<file path="config.mk">
export PLATFORM = sky130hd
export DESIGN_NAME = tfrl_top
export DESIGN_NICKNAME = d
export VERILOG_FILES = /design/src/hw/tfrl_pkg.sv /design/src/hw/tfrl_reg_if.sv /design/src/hw/tfrl_reg_bank.sv /design/src/hw/tfrl_top.sv
export SDC_FILE = /design/constraint.sdc
export NUM_CORES = 1
export LEC_CHECK = 0
export BUFFER_PORTS_ARGS = -buffer_cell sky130_fd_sc_hd__buf_2
export CORE_UTILIZATION = 41
export DETAILED_ROUTE_END_ITERATION = 10
export PLACE_DENSITY_LB_ADDON = 0.08
export SKIP_CTS_REPAIR_TIMING = 1
export SYNTH_ARGS = -nofsm -noshare
export SYNTH_HDL_FRONTEND = slang
export SYNTH_SLANG_ARGS = --single-unit
</file>
<file path="constraint.sdc">
create_clock -name clk -period 3.5 [get_ports clk]
set_input_delay 0.875 -clock clk [delete_from_list [all_inputs] [get_ports clk]]
set_output_delay 0.875 -clock clk [all_outputs]
set_load 0.005 [all_outputs]
</file>
<file path="src/hw/tfrl_pkg.sv">
/*
 Package for the temperature fault retry and limit block: command codes,
 field positions of the hot fault reaction byte, reset values and codes.
 Assumes the enclosing converter decodes the serial bus into command
 strobes with an eight-bit command code and sixteen-bit data.
*/
package tfrl_pkg;
	// ------------------------------------------------------------
	// Command codes
	// ------------------------------------------------------------
	localparam logic [7:0] CMD_HOT_WARN   = 8'h51;
	localparam logic [7:0] CMD_COLD_WARN  = 8'h52;
	localparam logic [7:0] CMD_COLD_FAULT = 8'h53;
	localparam logic [7:0] CMD_HOT_REACT  = 8'h50;

	// ------------------------------------------------------------
	// Reaction byte fields
	// ------------------------------------------------------------
	localparam int RESP_HI  = 7;
	localparam int RESP_LO  = 6;
	localparam int RETRY_HI = 5;
	localparam int RETRY_LO = 3;
	localparam int TIME_HI  = 2;
	localparam int TIME_LO  = 0;

	localparam logic [1:0] RESP_IGNORE   = 2'h0;
	localparam logic [1:0] RESP_RUN_WAIT = 2'h1;
	localparam logic [1:0] RESP_RETRY    = 2'h2;
	localparam logic [1:0] RESP_LATCH    = 2'h3;

	localparam logic [2:0] RETRY_NONE    = 3'h0;
	localparam logic [2:0] RETRY_FOREVER = 3'h7;

	// ------------------------------------------------------------
	// Reset values (no values given: chosen neutral)
	// ------------------------------------------------------------
	localparam logic [15:0] RST_HOT_WARN   = 16'h0000;
	localparam logic [15:0] RST_COLD_WARN  = 16'h0000;
	localparam logic [15:0] RST_COLD_FAULT = 16'h0000;
	localparam logic [7:0]  RST_HOT_REACT  = 8'h80;

	// Widest count of delay units is 2**7
	localparam int UNIT_CNT_W = 8;

	typedef enum logic [2:0] {
		ST_RUN,
		ST_RUN_WAIT,
		ST_OFF_WAIT,
		ST_RESTART,
		ST_LATCHED
	} tfrl_state_t;
endpackage

</file>
<file path="src/hw/tfrl_reg_if.sv">
/*
 Interface carrying the register bank's values to the fault sequencer.
 Assumes one clock domain; registers are written by the bank only.
*/
`timescale 1ns/1ns
interface tfrl_reg_if;
	logic [15:0] hot_warn;
	logic [15:0] cold_warn;
	logic [15:0] cold_fault;
	logic [7:0]  hot_react;

	modport bank (output hot_warn, output cold_warn, output cold_fault,
		output hot_react);
	modport user (input hot_warn, input cold_warn, input cold_fault,
		input hot_react);
endinterface

</file>
<file path="src/hw/tfrl_reg_bank.sv">
/*
 Register bank: the three temperature limits and the hot fault reaction
 byte, written and read by command code. Read data come from a register.
 Assumes command strobes are one-cycle pulses in the clk domain.
*/
`timescale 1ns/1ns
module tfrl_reg_bank (
	input  wire logic        clk,
	input  wire logic        rst,
	input  wire logic        wr_stb,
	input  wire logic        rd_stb,
	input  wire logic [7:0]  cmd,
	input  wire logic [15:0] wdata,
	output logic      [15:0] rdata_ff,
	output logic             ack_ff,
	tfrl_reg_if.bank         regs
);
	always_ff @(posedge clk) begin
		if (rst) begin
			regs.hot_warn   <= tfrl_pkg::RST_HOT_WARN;
			regs.cold_warn  <= tfrl_pkg::RST_COLD_WARN;
			regs.cold_fault <= tfrl_pkg::RST_COLD_FAULT;
			regs.hot_react  <= tfrl_pkg::RST_HOT_REACT;
		end else if (wr_stb) begin
			unique case (cmd)
				tfrl_pkg::CMD_HOT_WARN:   regs.hot_warn <= wdata;
				tfrl_pkg::CMD_COLD_WARN:  regs.cold_warn <= wdata;
				tfrl_pkg::CMD_COLD_FAULT: regs.cold_fault <= wdata;
				tfrl_pkg::CMD_HOT_REACT:  regs.hot_react <= wdata[7:0];
				default: ;
			endcase
		end
	end

	// Unmapped codes read zero and are not acknowledged
	always_ff @(posedge clk) begin
		if (rst) begin
			rdata_ff <= 16'h0000;
			ack_ff   <= 1'b0;
		end else begin
			ack_ff <= 1'b0;
			if (rd_stb || wr_stb) begin
				ack_ff <= (cmd == tfrl_pkg::CMD_HOT_WARN) ||
					(cmd == tfrl_pkg::CMD_COLD_WARN) ||
					(cmd == tfrl_pkg::CMD_COLD_FAULT) ||
					(cmd == tfrl_pkg::CMD_HOT_REACT);
			end
			if (rd_stb) begin
				unique case (cmd)
					tfrl_pkg::CMD_HOT_WARN:   rdata_ff <= regs.hot_warn;
					tfrl_pkg::CMD_COLD_WARN:  rdata_ff <= regs.cold_warn;
					tfrl_pkg::CMD_COLD_FAULT: rdata_ff <= regs.cold_fault;
					tfrl_pkg::CMD_HOT_REACT:
						rdata_ff <= {8'h00, regs.hot_react};
					default: rdata_ff <= 16'h0000;
				endcase
			end
		end
	end
endmodule

</file>
<file path="src/hw/tfrl_top.sv">
/*
 Temperature fault retry and limit logic of a managed power converter.
 Holds the limit registers, compares the measured temperature, and
 sequences the hot fault reaction: ignore, run-then-check, disable with
 counted or endless restarts, or latch off until cleared.
 Assumes fault and command inputs come from logic on clk, the linear
 temperature is compared as a signed word by the converter's own scaling,
 and the delay unit arrives as a one-cycle tick from the timing register.
*/
`timescale 1ns/1ns

module tfrl_top (
	input  wire logic        clk,
	input  wire logic        rst,
	input  wire logic        wr_stb,
	input  wire logic        rd_stb,
	input  wire logic [7:0]  cmd,
	input  wire logic [15:0] wdata,
	output logic      [15:0] rdata,
	output logic             ack,
	input  wire logic [15:0] temp_now,
	input  wire logic        temp_valid,
	input  wire logic        hot_fault,
	input  wire logic        unit_tick,
	input  wire logic        restart_ok,
	input  wire logic        on_cmd,
	input  wire logic        bias_ok,
	input  wire logic        other_fault,
	input  wire logic        clear_faults,
	input  wire logic        clear_hot_bit,
	output logic             out_enable,
	output logic             restart_stb,
	output logic             hot_fault_flag,
	output logic             hot_warn_flag,
	output logic             cold_warn_flag,
	output logic             cold_fault_flag
);
	// ------------------------------------------------------------
	// Register bank
	// ------------------------------------------------------------
	tfrl_reg_if regs ();

	tfrl_reg_bank i_tfrl_reg_bank (
		.clk      (clk),
		.rst      (rst),
		.wr_stb   (wr_stb),
		.rd_stb   (rd_stb),
		.cmd      (cmd),
		.wdata    (wdata),
		.rdata_ff (rdata),
		.ack_ff   (ack),
		.regs     (regs.bank)
	);

	// ------------------------------------------------------------
	// Field decode
	// ------------------------------------------------------------
	logic [1:0] resp;
	logic [2:0] retry_code;
	logic [2:0] time_code;

	assign resp       = regs.hot_react[tfrl_pkg::RESP_HI:tfrl_pkg::RESP_LO];
	assign retry_code =
		regs.hot_react[tfrl_pkg::RETRY_HI:tfrl_pkg::RETRY_LO];
	assign time_code  = regs.hot_react[tfrl_pkg::TIME_HI:tfrl_pkg::TIME_LO];

	// Two to the field value: 1,2,4,...,128 units
	function automatic logic [tfrl_pkg::UNIT_CNT_W-1:0] units_of(
		input logic [2:0] code);
		logic [tfrl_pkg::UNIT_CNT_W-1:0] one;
		one = {{(tfrl_pkg::UNIT_CNT_W-1){1'b0}}, 1'b1};
		units_of = one << code;
	endfunction

	// ------------------------------------------------------------
	// Warning and cold comparisons
	// ------------------------------------------------------------
	// Flags only report; they never touch out_enable
	always_ff @(posedge clk) begin
		if (rst) begin
			hot_warn_flag   <= 1'b0;
			cold_warn_flag  <= 1'b0;
			cold_fault_flag <= 1'b0;
		end else begin
			if (temp_valid &&
			    $signed(temp_now) >= $signed(regs.hot_warn)) begin
				hot_warn_flag <= 1'b1;
			end else if (clear_faults) begin
				hot_warn_flag <= 1'b0;
			end
			if (temp_valid &&
			    $signed(temp_now) <= $signed(regs.cold_warn)) begin
				cold_warn_flag <= 1'b1;
			end else if (clear_faults) begin
				cold_warn_flag <= 1'b0;
			end
			if (temp_valid &&
			    $signed(temp_now) <= $signed(regs.cold_fault)) begin
				cold_fault_flag <= 1'b1;
			end else if (clear_faults) begin
				cold_fault_flag <= 1'b0;
			end
		end
	end

	// ------------------------------------------------------------
	// Off-then-on detection
	// ------------------------------------------------------------
	logic on_cmd_ff;
	logic off_seen_ff;
	logic clear_req;

	always_ff @(posedge clk) begin
		if (rst) begin
			on_cmd_ff   <= 1'b0;
			off_seen_ff <= 1'b0;
		end else begin
			on_cmd_ff <= on_cmd;
			if (!on_cmd) begin
				off_seen_ff <= 1'b1;
			end else if (on_cmd_ff) begin
				off_seen_ff <= 1'b0;
			end
		end
	end

	// Clear sources; reset itself clears through the state reset
	// Edge needs a seen-off, so on_cmd_ff low after reset is no clear
	assign clear_req = clear_hot_bit || clear_faults || !bias_ok ||
		(on_cmd && !on_cmd_ff && off_seen_ff);

	// ------------------------------------------------------------
	// Delay timer: counts unit ticks from the timing register
	// ------------------------------------------------------------
	logic [tfrl_pkg::UNIT_CNT_W:0] timer_ff;
	logic                          timer_load;
	logic                          timer_done;

	assign timer_done = (timer_ff == '0);

	always_ff @(posedge clk) begin
		if (rst) begin
			timer_ff <= '0;
		end else if (timer_load) begin
			timer_ff <= {1'b0, units_of(time_code)};
		end else if (unit_tick && !timer_done) begin
			timer_ff <= timer_ff - 1'b1;
		end
	end

	// ------------------------------------------------------------
	// Fault sequencer
	// ------------------------------------------------------------
	tfrl_pkg::tfrl_state_t state_ff;
	tfrl_pkg::tfrl_state_t nxt_state;
	logic [2:0]            tries_ff;
	logic                  tries_clr;
	logic                  tries_inc;
	logic                  retry_left;

	// 111 never runs out; others allow as many tries as the code
	assign retry_left = (retry_code == tfrl_pkg::RETRY_FOREVER) ||
		(tries_ff < retry_code);

	always_comb begin
		nxt_state  = state_ff;
		timer_load = 1'b0;
		tries_clr  = 1'b0;
		tries_inc  = 1'b0;
		unique case (state_ff)
			tfrl_pkg::ST_RUN: begin
				tries_clr = 1'b1;
				if (hot_fault) begin
					unique case (resp)
						tfrl_pkg::RESP_IGNORE: ;
						tfrl_pkg::RESP_RUN_WAIT: begin
							nxt_state  = tfrl_pkg::ST_RUN_WAIT;
							timer_load = 1'b1;
						end
						tfrl_pkg::RESP_RETRY: begin
							nxt_state  = tfrl_pkg::ST_OFF_WAIT;
							timer_load = 1'b1;
						end
						tfrl_pkg::RESP_LATCH:
							nxt_state = tfrl_pkg::ST_LATCHED;
					endcase
				end
			end
			tfrl_pkg::ST_RUN_WAIT: begin
				if (timer_done) begin
					if (!hot_fault) begin
						nxt_state = tfrl_pkg::ST_RUN;
					end else begin
						nxt_state  = tfrl_pkg::ST_OFF_WAIT;
						timer_load = 1'b1;
					end
				end
			end
			tfrl_pkg::ST_OFF_WAIT: begin
				if (!retry_left) begin
					nxt_state = tfrl_pkg::ST_LATCHED;
				end else if (timer_done) begin
					nxt_state  = tfrl_pkg::ST_RESTART;
					timer_load = 1'b1;
					tries_inc  = 1'b1;
				end
			end
			tfrl_pkg::ST_RESTART: begin
				// Spacing runs from the start of this attempt
				if (restart_ok && !hot_fault) begin
					nxt_state = tfrl_pkg::ST_RUN;
				end else if (timer_done && !retry_left) begin
					// Last attempt had its whole slot to succeed
					nxt_state = tfrl_pkg::ST_LATCHED;
				end else if (timer_done) begin
					timer_load = 1'b1;
					tries_inc  = 1'b1;
				end
			end
			tfrl_pkg::ST_LATCHED: begin
				if (clear_req) begin
					nxt_state = tfrl_pkg::ST_RUN;
				end
			end
			default: nxt_state = tfrl_pkg::ST_LATCHED;
		endcase
		// Off command, bias loss or another fault end endless retries
		if ((state_ff == tfrl_pkg::ST_OFF_WAIT ||
		     state_ff == tfrl_pkg::ST_RESTART) &&
		    (!on_cmd || !bias_ok || other_fault)) begin
			nxt_state = tfrl_pkg::ST_LATCHED;
			// No attempt may start on the way to latch
			timer_load = 1'b0;
			tries_inc  = 1'b0;
		end
	end

	always_ff @(posedge clk) begin
		if (rst) begin
			state_ff <= tfrl_pkg::ST_RUN;
		end else begin
			state_ff <= nxt_state;
		end
	end

	always_ff @(posedge clk) begin
		if (rst) begin
			tries_ff <= 3'h0;
		end else if (tries_clr) begin
			tries_ff <= 3'h0;
		end else if (tries_inc && tries_ff != tfrl_pkg::RETRY_FOREVER) begin
			tries_ff <= tries_ff + 3'h1;
		end
	end

	// ------------------------------------------------------------
	// Outputs
	// ------------------------------------------------------------
	// Follows the next state so the pin moves with the state change
	always_ff @(posedge clk) begin
		if (rst) begin
			out_enable <= 1'b1;
		end else begin
			out_enable <= (nxt_state == tfrl_pkg::ST_RUN) ||
				(nxt_state == tfrl_pkg::ST_RUN_WAIT) ||
				(nxt_state == tfrl_pkg::ST_RESTART);
		end
	end

	always_ff @(posedge clk) begin
		if (rst) begin
			restart_stb <= 1'b0;
		end else begin
			restart_stb <= tries_inc;
		end
	end

	// Set wins over clear
	always_ff @(posedge clk) begin
		if (rst) begin
			hot_fault_flag <= 1'b0;
		end else if (hot_fault && resp != tfrl_pkg::RESP_IGNORE) begin
			hot_fault_flag <= 1'b1;
		end else if (clear_req) begin
			hot_fault_flag <= 1'b0;
		end
	end
endmodule

</file>
# Yosys cells after proc, flatten, opt, wreduce, memory -nomap -nowiden
# Cells that the tools add are included.
[word_totals]
reg_bits = 96
in_bits = 53
word_cells = 124
[classes]
addsub = 2
order_cmp = 4
eq_ne = 16
shifts = 1
n_mux = 35
bitwise = 1
reduce_logical = 47
[ops]
columns = ["op", "count"]
rows = [
  ["16-bit case mux with 4 select lines", 1],
  ["8-bit by 7-bit == test with 1-bit output, second input constant", 4],
  ["16-bit <= comparator", 2],
  ["3-bit 2-to-1 mux", 8],
  ["1-bit 2-to-1 mux", 19],
  ["16-bit >= comparator", 1],
  ["8-bit 2-to-1 mux", 2],
  ["3-bit case mux with 5 select lines", 1],
  ["1-bit logical OR", 13],
  ["2-bit nonzero test", 6],
  ["1-bit logical AND", 11],
  ["3-bit by 2-bit == test with 1-bit output, second input constant", 3],
  ["9-bit zero test", 1],
  ["3-bit case mux with 3 select lines", 1],
  ["9-bit by 1-bit subtractor with 9-bit output, second input constant", 1],
  ["2-bit AND reduction", 4],
  ["2-bit OR reduction", 4],
  ["1-bit by 3-bit << shifter with 8-bit output, first input constant", 1],
  ["3-bit by 1-bit == test with 1-bit output, second input constant", 2],
  ["3-bit == test, second input constant", 2],
  ["1-bit zero test", 6],
  ["3-bit zero test", 2],
  ["2-bit == test, second input constant", 2],
  ["1-bit case mux with 4 select lines", 1],
  ["other kinds (8)", 8],
]

# Logic depth before layout (Yosys ltp)
[depth]
word_depth = 11
ltp_mapped = 10
ltp_nobuf = 8

# By module
# From an unflattened synthesis, not the netlist that was laid out.
[unflattened]
hier_cells = 641
hier_area_um2 = 6009.5
[modules_own_cells]
columns = ["module", "n_inst", "cells_each", "area_each_um2", "seq_area_each_um2"]
rows = [
  ["tfrl_reg_bank", 1, 296, 3343.2, 1461.4],
  ["tfrl_top", 1, 345, 2666.3, 460.4],
]

# Least setup slack after synthesis
# No wires, ideal clock.
[synth_path]
path_type = "in2reg"
start = "input port cmd[7]"
end = "register i_tfrl_reg_bank.regs.cold_fault[10]"
arrival_ns = 2.597
required_time_ns = 3.372
setup_slack_ns = 0.775
cell_stages = 8
path_buffers = 2
path_cell_list = "nand4bb_1 -> nor3_1 -> and2_1 -> clkbuf_1 -> nand3_1 -> clkbuf_1 -> mux2i_1 -> nor2_1"
[synth_via]
elab_chain_len = 2
[synth_rtl]
columns = ["item", "line", "source"]
rows = [
  ["start: declaration", "tfrl_top.sv:17", "input wire logic [7:0] cmd,"],
  ["8-bit by 7-bit == test with 1-bit output", "tfrl_reg_bank.sv:25", "unique case (cmd)"],
  ["2-bit AND reduction (no line)", "--", ""],
  ["end signal: assignment", "tfrl_reg_bank.sv:22", "regs.cold_fault <= tfrl_pkg::RST_COLD_FAULT;"],
  ["end signal: assignment", "tfrl_reg_bank.sv:28", "tfrl_pkg::CMD_COLD_FAULT: regs.cold_fault <= wdata;"],
  ["end: declaration", "tfrl_reg_if.sv:12", "modport bank (output hot_warn, output cold_warn, output cold_fault,"],
]
# No other way between the ends.
# A chain may end at the register's enable or synchronous reset.

# Worst setup path in the final report
[layout_path]
start = "register timer_ff[4] (netlist name)"
end = "register timer_ff[2] (netlist name)"
[layout_via]
elab_chain_len = 7
elab_cells_between_ends = 13
[layout_rtl]
columns = ["item", "line", "source"]
rows = [
  ["start: declaration", "tfrl_top.sv:135", "logic [tfrl_pkg::UNIT_CNT_W:0] timer_ff;"],
  ["start signal: assignment", "tfrl_top.sv:145", "timer_ff <= {1'b0, units_of(time_code)};"],
  ["start signal: assignment", "tfrl_top.sv:147", "timer_ff <= timer_ff - 1'b1;"],
  ["9-bit zero test (*)", "tfrl_top.sv:139", "assign timer_done = (timer_ff == '0);"],
  ["1-bit 2-to-1 mux or 1-bit logical AND (tied branches)", "tfrl_top.sv:202, tfrl_top.sv:215, tfrl_top.sv:212", ""],
  ["1-bit 2-to-1 mux", "tfrl_top.sv:212", "end else if (timer_done && !retry_left) begin"],
  ["1-bit 2-to-1 mux", "tfrl_top.sv:210", "if (restart_ok && !hot_fault) begin"],
  ["1-bit case mux with 4 select lines", "tfrl_top.sv:170", "unique case (state_ff)"],
  ["1-bit 2-to-1 mux", "tfrl_top.sv:228", "if ((state_ff == tfrl_pkg::ST_OFF_WAIT ||"],
  ["8-bit 2-to-1 mux or 2-bit nonzero test (tied branches)", "--", ""],
]
# Mark *: on every way between the ends. The rest lies on a longest branch, timed or not.

==> results.toml <==
[critical_path]
r2r_setup_slack_ns = 0.52
cell_seen_most_often_among_critical_path_stages = "or4_4"
critPathSlowestCell = "or4_4"
crit_arrival_ns = 3.27
worst_path_dominant_cell_family = "simple AND/OR/NAND/NOR gates"
crit_path_max_fanout = 14
crit_type = "flop to flop"
rr_endpoint = "timer_ff[2]"
critical-path-max-stage-delay_ns = 0.58
path_buf_inv = 0
worst_path_required_ns = 3.78
worstReg2RegStart = "timer_ff[4]"
rr_worst_depth = 6
path_cells = "or4_4 > or4_4 > a2111oi_4 > o21ai_2 > or4b_1 > a21oi_1"
critPathLaunchType = "flop"
endpoint_kind = "flop"

[layout]
multi_input_comb_area_mm2 = 0.00333
regArea_mm2 = 0.00192
areaGrowthSynthToFinish_pct = 14.8
final_common_cell = "dfxtp_1"
final.fill_count = 1350
layout.cells.most_common_list = "dfxtp_1 (96), a21oi_1 (79), nand2_1 (77)"
final_layout_size_suffix_gt1_share_pct = 15.7
final_nets = 845

[logic_synthesis]
number_of_warnings_reported_in_the_yosys_synthesis_log = 0
synth_largest_type_area_fraction_pct = 34.4
synth_seq_area_share_pct = 34.4
synth.distinct_cells = 51
synth_async_sr_flop_share_pct = 0
number_of_flops_mapped_to_enable_cells_by_yosys = 0
mappedNetlistArea_mm2 = 0.00559
syn_area_per_cell_um2 = 8.31
synth_flop_cell = "dfxtp_1"
netlist_instances = 672
post_synth_top_area_cell = "dfxtp_1"
synth_seq_cells = 96
syn_nets = 783
synth_top_cells_by_area = "dfxtp_1 (34%), ha_1 (13%), a21oi_1 (7.1%)"

[floorplanning]
dieHeight_um = 119
core.rowCount = 42
core_region_area_mm2 = 0.0132
design.portCount = 76
initial_utilization_pct = 42.2
chipWidth_um = 119
fp.dieArea_mm2 = 0.0141

[placement]
port_buffers = 75
hpwlAfterDp_mm = 11.1
place.gp.congestion = 0.892

[run_status]
status = "completed"

[timing]
worst-slew-pin-transition_ns = 0.927
max_slew_violations = 0
slew_headroom_pct = 38.2
fin_hold_ws_ns = 0.450
finalSetupViolations = 0
max_fclk_ghz = 0.335
finalCriticalPeriod_ns = 2.98
unrepaired_setup_endpoints_after_global_routing = "false"
final_hold_viol_count = 0
worst_clock_skew_ns = 0.00688
fin_crit_sh_pct = 85.3
totalNegativeSetupSlack_ns = 0

[routing]
drt-pass1-iter-count = 4
dr.first_iter.drc_count = 190
drc_errors = 0
route.antenna.remaining_nets = 0
routedWlPerCell_um = 16.0
route.detailed.vias_per_inst = 5.29
routed_wl_mm = 14.7
dr_total_vias = 4842

[clock_tree]
clk-insertion-delay-late_ns = 0.35
tritoncts = "built"
cts_num_sinks = 96
number_of_clock_buffers_inserted_by_tritoncts = 9
ctsHtreeMaxLevel = 3
clkSlewWorstSetupHoldPaths_ns = 0.07
ctsLongestPathBuffers = 2
root_buffer = "clkbuf_16"

[global_route]
grt_overflow_total = 0
globalRouteTotalUtil_pct = 21.8
number_of_antenna_violations_at_the_first_check_in_global_routing = 0
grt_first_pass_wirelength_mm = 23.7
grt_pass1_vias = 4661
maximum_number_of_pins_on_one_net_before_global_route_repair = 48

[hold_path]
hold-path-endpoint = "i_tfrl_reg_bank.regs.hot_warn[11]"
holdCritStartpoint = "i_tfrl_reg_bank.regs.hot_warn[11]"
holdPathStages = 2
hold_path.class = "flop to flop"

[power_and_ir_drop]
total_power_uw = 2890
ir_worst_vdd_mv = 0.204
leakage_uw = 0.00260
power.density_mw_per_mm2 = 451

[job]
drv.max_cap_violation_count = 0
## state kept, by name, indices dropped and copies added (netlist names)
signal                           flops
restart_stb                          1
i_tfrl_reg_bank.ack_ff               1
i_tfrl_reg_bank.regs.hot_react       8
state_ff                             3
timer_ff                             9
tries_ff                             3
i_tfrl_reg_bank.regs.cold_fault     16
i_tfrl_reg_bank.regs.cold_warn      16
cold_fault_flag                      1
hot_fault_flag                       1
hot_warn_flag                        1
off_seen_ff                          1
cold_warn_flag                       1
on_cmd_ff                            1
out_enable                           1
i_tfrl_reg_bank.regs.hot_warn       16
i_tfrl_reg_bank.rdata_ff            16
## report_power, final
group / switching [µW] / total, µW / internal [µW]
Clock: 432 / 950 / 518
Sequential: 73.3 / 1230 / 1160
Combinational: 403 / 713 / 310
Total: 909 / 2890 / 1980
## layout make-up
type,instances,area share [%]
Sequential cell,96,30.0
Clock inverter,4,0.449
Multi-Input combinational cell,487,51.9
Antenna cell,1,0.0390
Timing Repair Buffer,85,7.03
Tap cell,176,3.44
Inverter,55,3.22
Clock buffer,11,3.94
## layer usage
metal	share of wire [%]	up-vias	global-route usage, %
met5	0	-	0
met4	2.2	0	9.34
met3	4.1	20	3.14
met2	51	99	38.5
met1	43	2260	26.3
li1	-	2463	-
## metrics by stage
step                cells  area (µm²)  setup slack, ns  util [%]
finish                915        6410            0.515      48.4
global route          914        6410            0.404      48.4
CTS                   914        6410            0.527      48.4
detailed placement    899        6130            0.474      46.3
global placement      899        6130            0.555      46.3
floorplan             672        5590            0.775         -
## Yosys cell counts (all sizes together), types with 3 or more instances
master   n
nand4    9
xnor2    7
and4     3
or4      5
and2     4
a21oi   79
nor2    64
nand2   77
clkbuf  31
nor4b    3
nor4     5
inv     55
a21o     3
a211oi   7
nand2b   4
buf      3
nor2b   26
nor3     6
a22o     8
nand3   26
o21ai   16
ha      58
nand3b   5
mux2i   27
o211ai   3
dfxtp   96
mux4     8
nor3b    5
xor2     4
a21boi   3
## logic make-up (layout without fill, tap and decap cells)
logic type,count (synthesis),in the layout,synth area share (%)
DFF,96,96,34.4
AOI/OAI and AO/OA,134,134,14.5
buffers and inverters,89,155,6.12
muxes,36,36,8.27
other,0,1,0
and+or+nand+nor,248,248,22.0
xor gates and xnor gates,11,11,1.72
adders and majority gates,58,58,13.0
## worst max path at each step
| stage | from | to | slack, ns | cells past startpoint |
|---|---|---|---|---|
| floorplan | cmd[7] | i_tfrl_reg_bank.regs.cold_fault[10] | 0.78 | 8 |
| global placement | temp_now[14] | hot_warn_flag | 0.55 | 7 |
| detailed placement | cmd[7] | i_tfrl_reg_bank.regs.cold_warn[7] | 0.47 | 7 |
| CTS | timer_ff[4] | timer_ff[2] | 0.53 | 6 |
| global route | timer_ff[4] | timer_ff[2] | 0.40 | 6 |
| finish | timer_ff[4] | timer_ff[2] | 0.52 | 6 |
## worst min-delay path: cells and delay by family (launching register included)
family,cells,cell delay (ns)
flops,1,0.31
simple gates,1,0.05
compound gates,1,0.05
No activity file was read; power rests on OpenSTA's default activity.
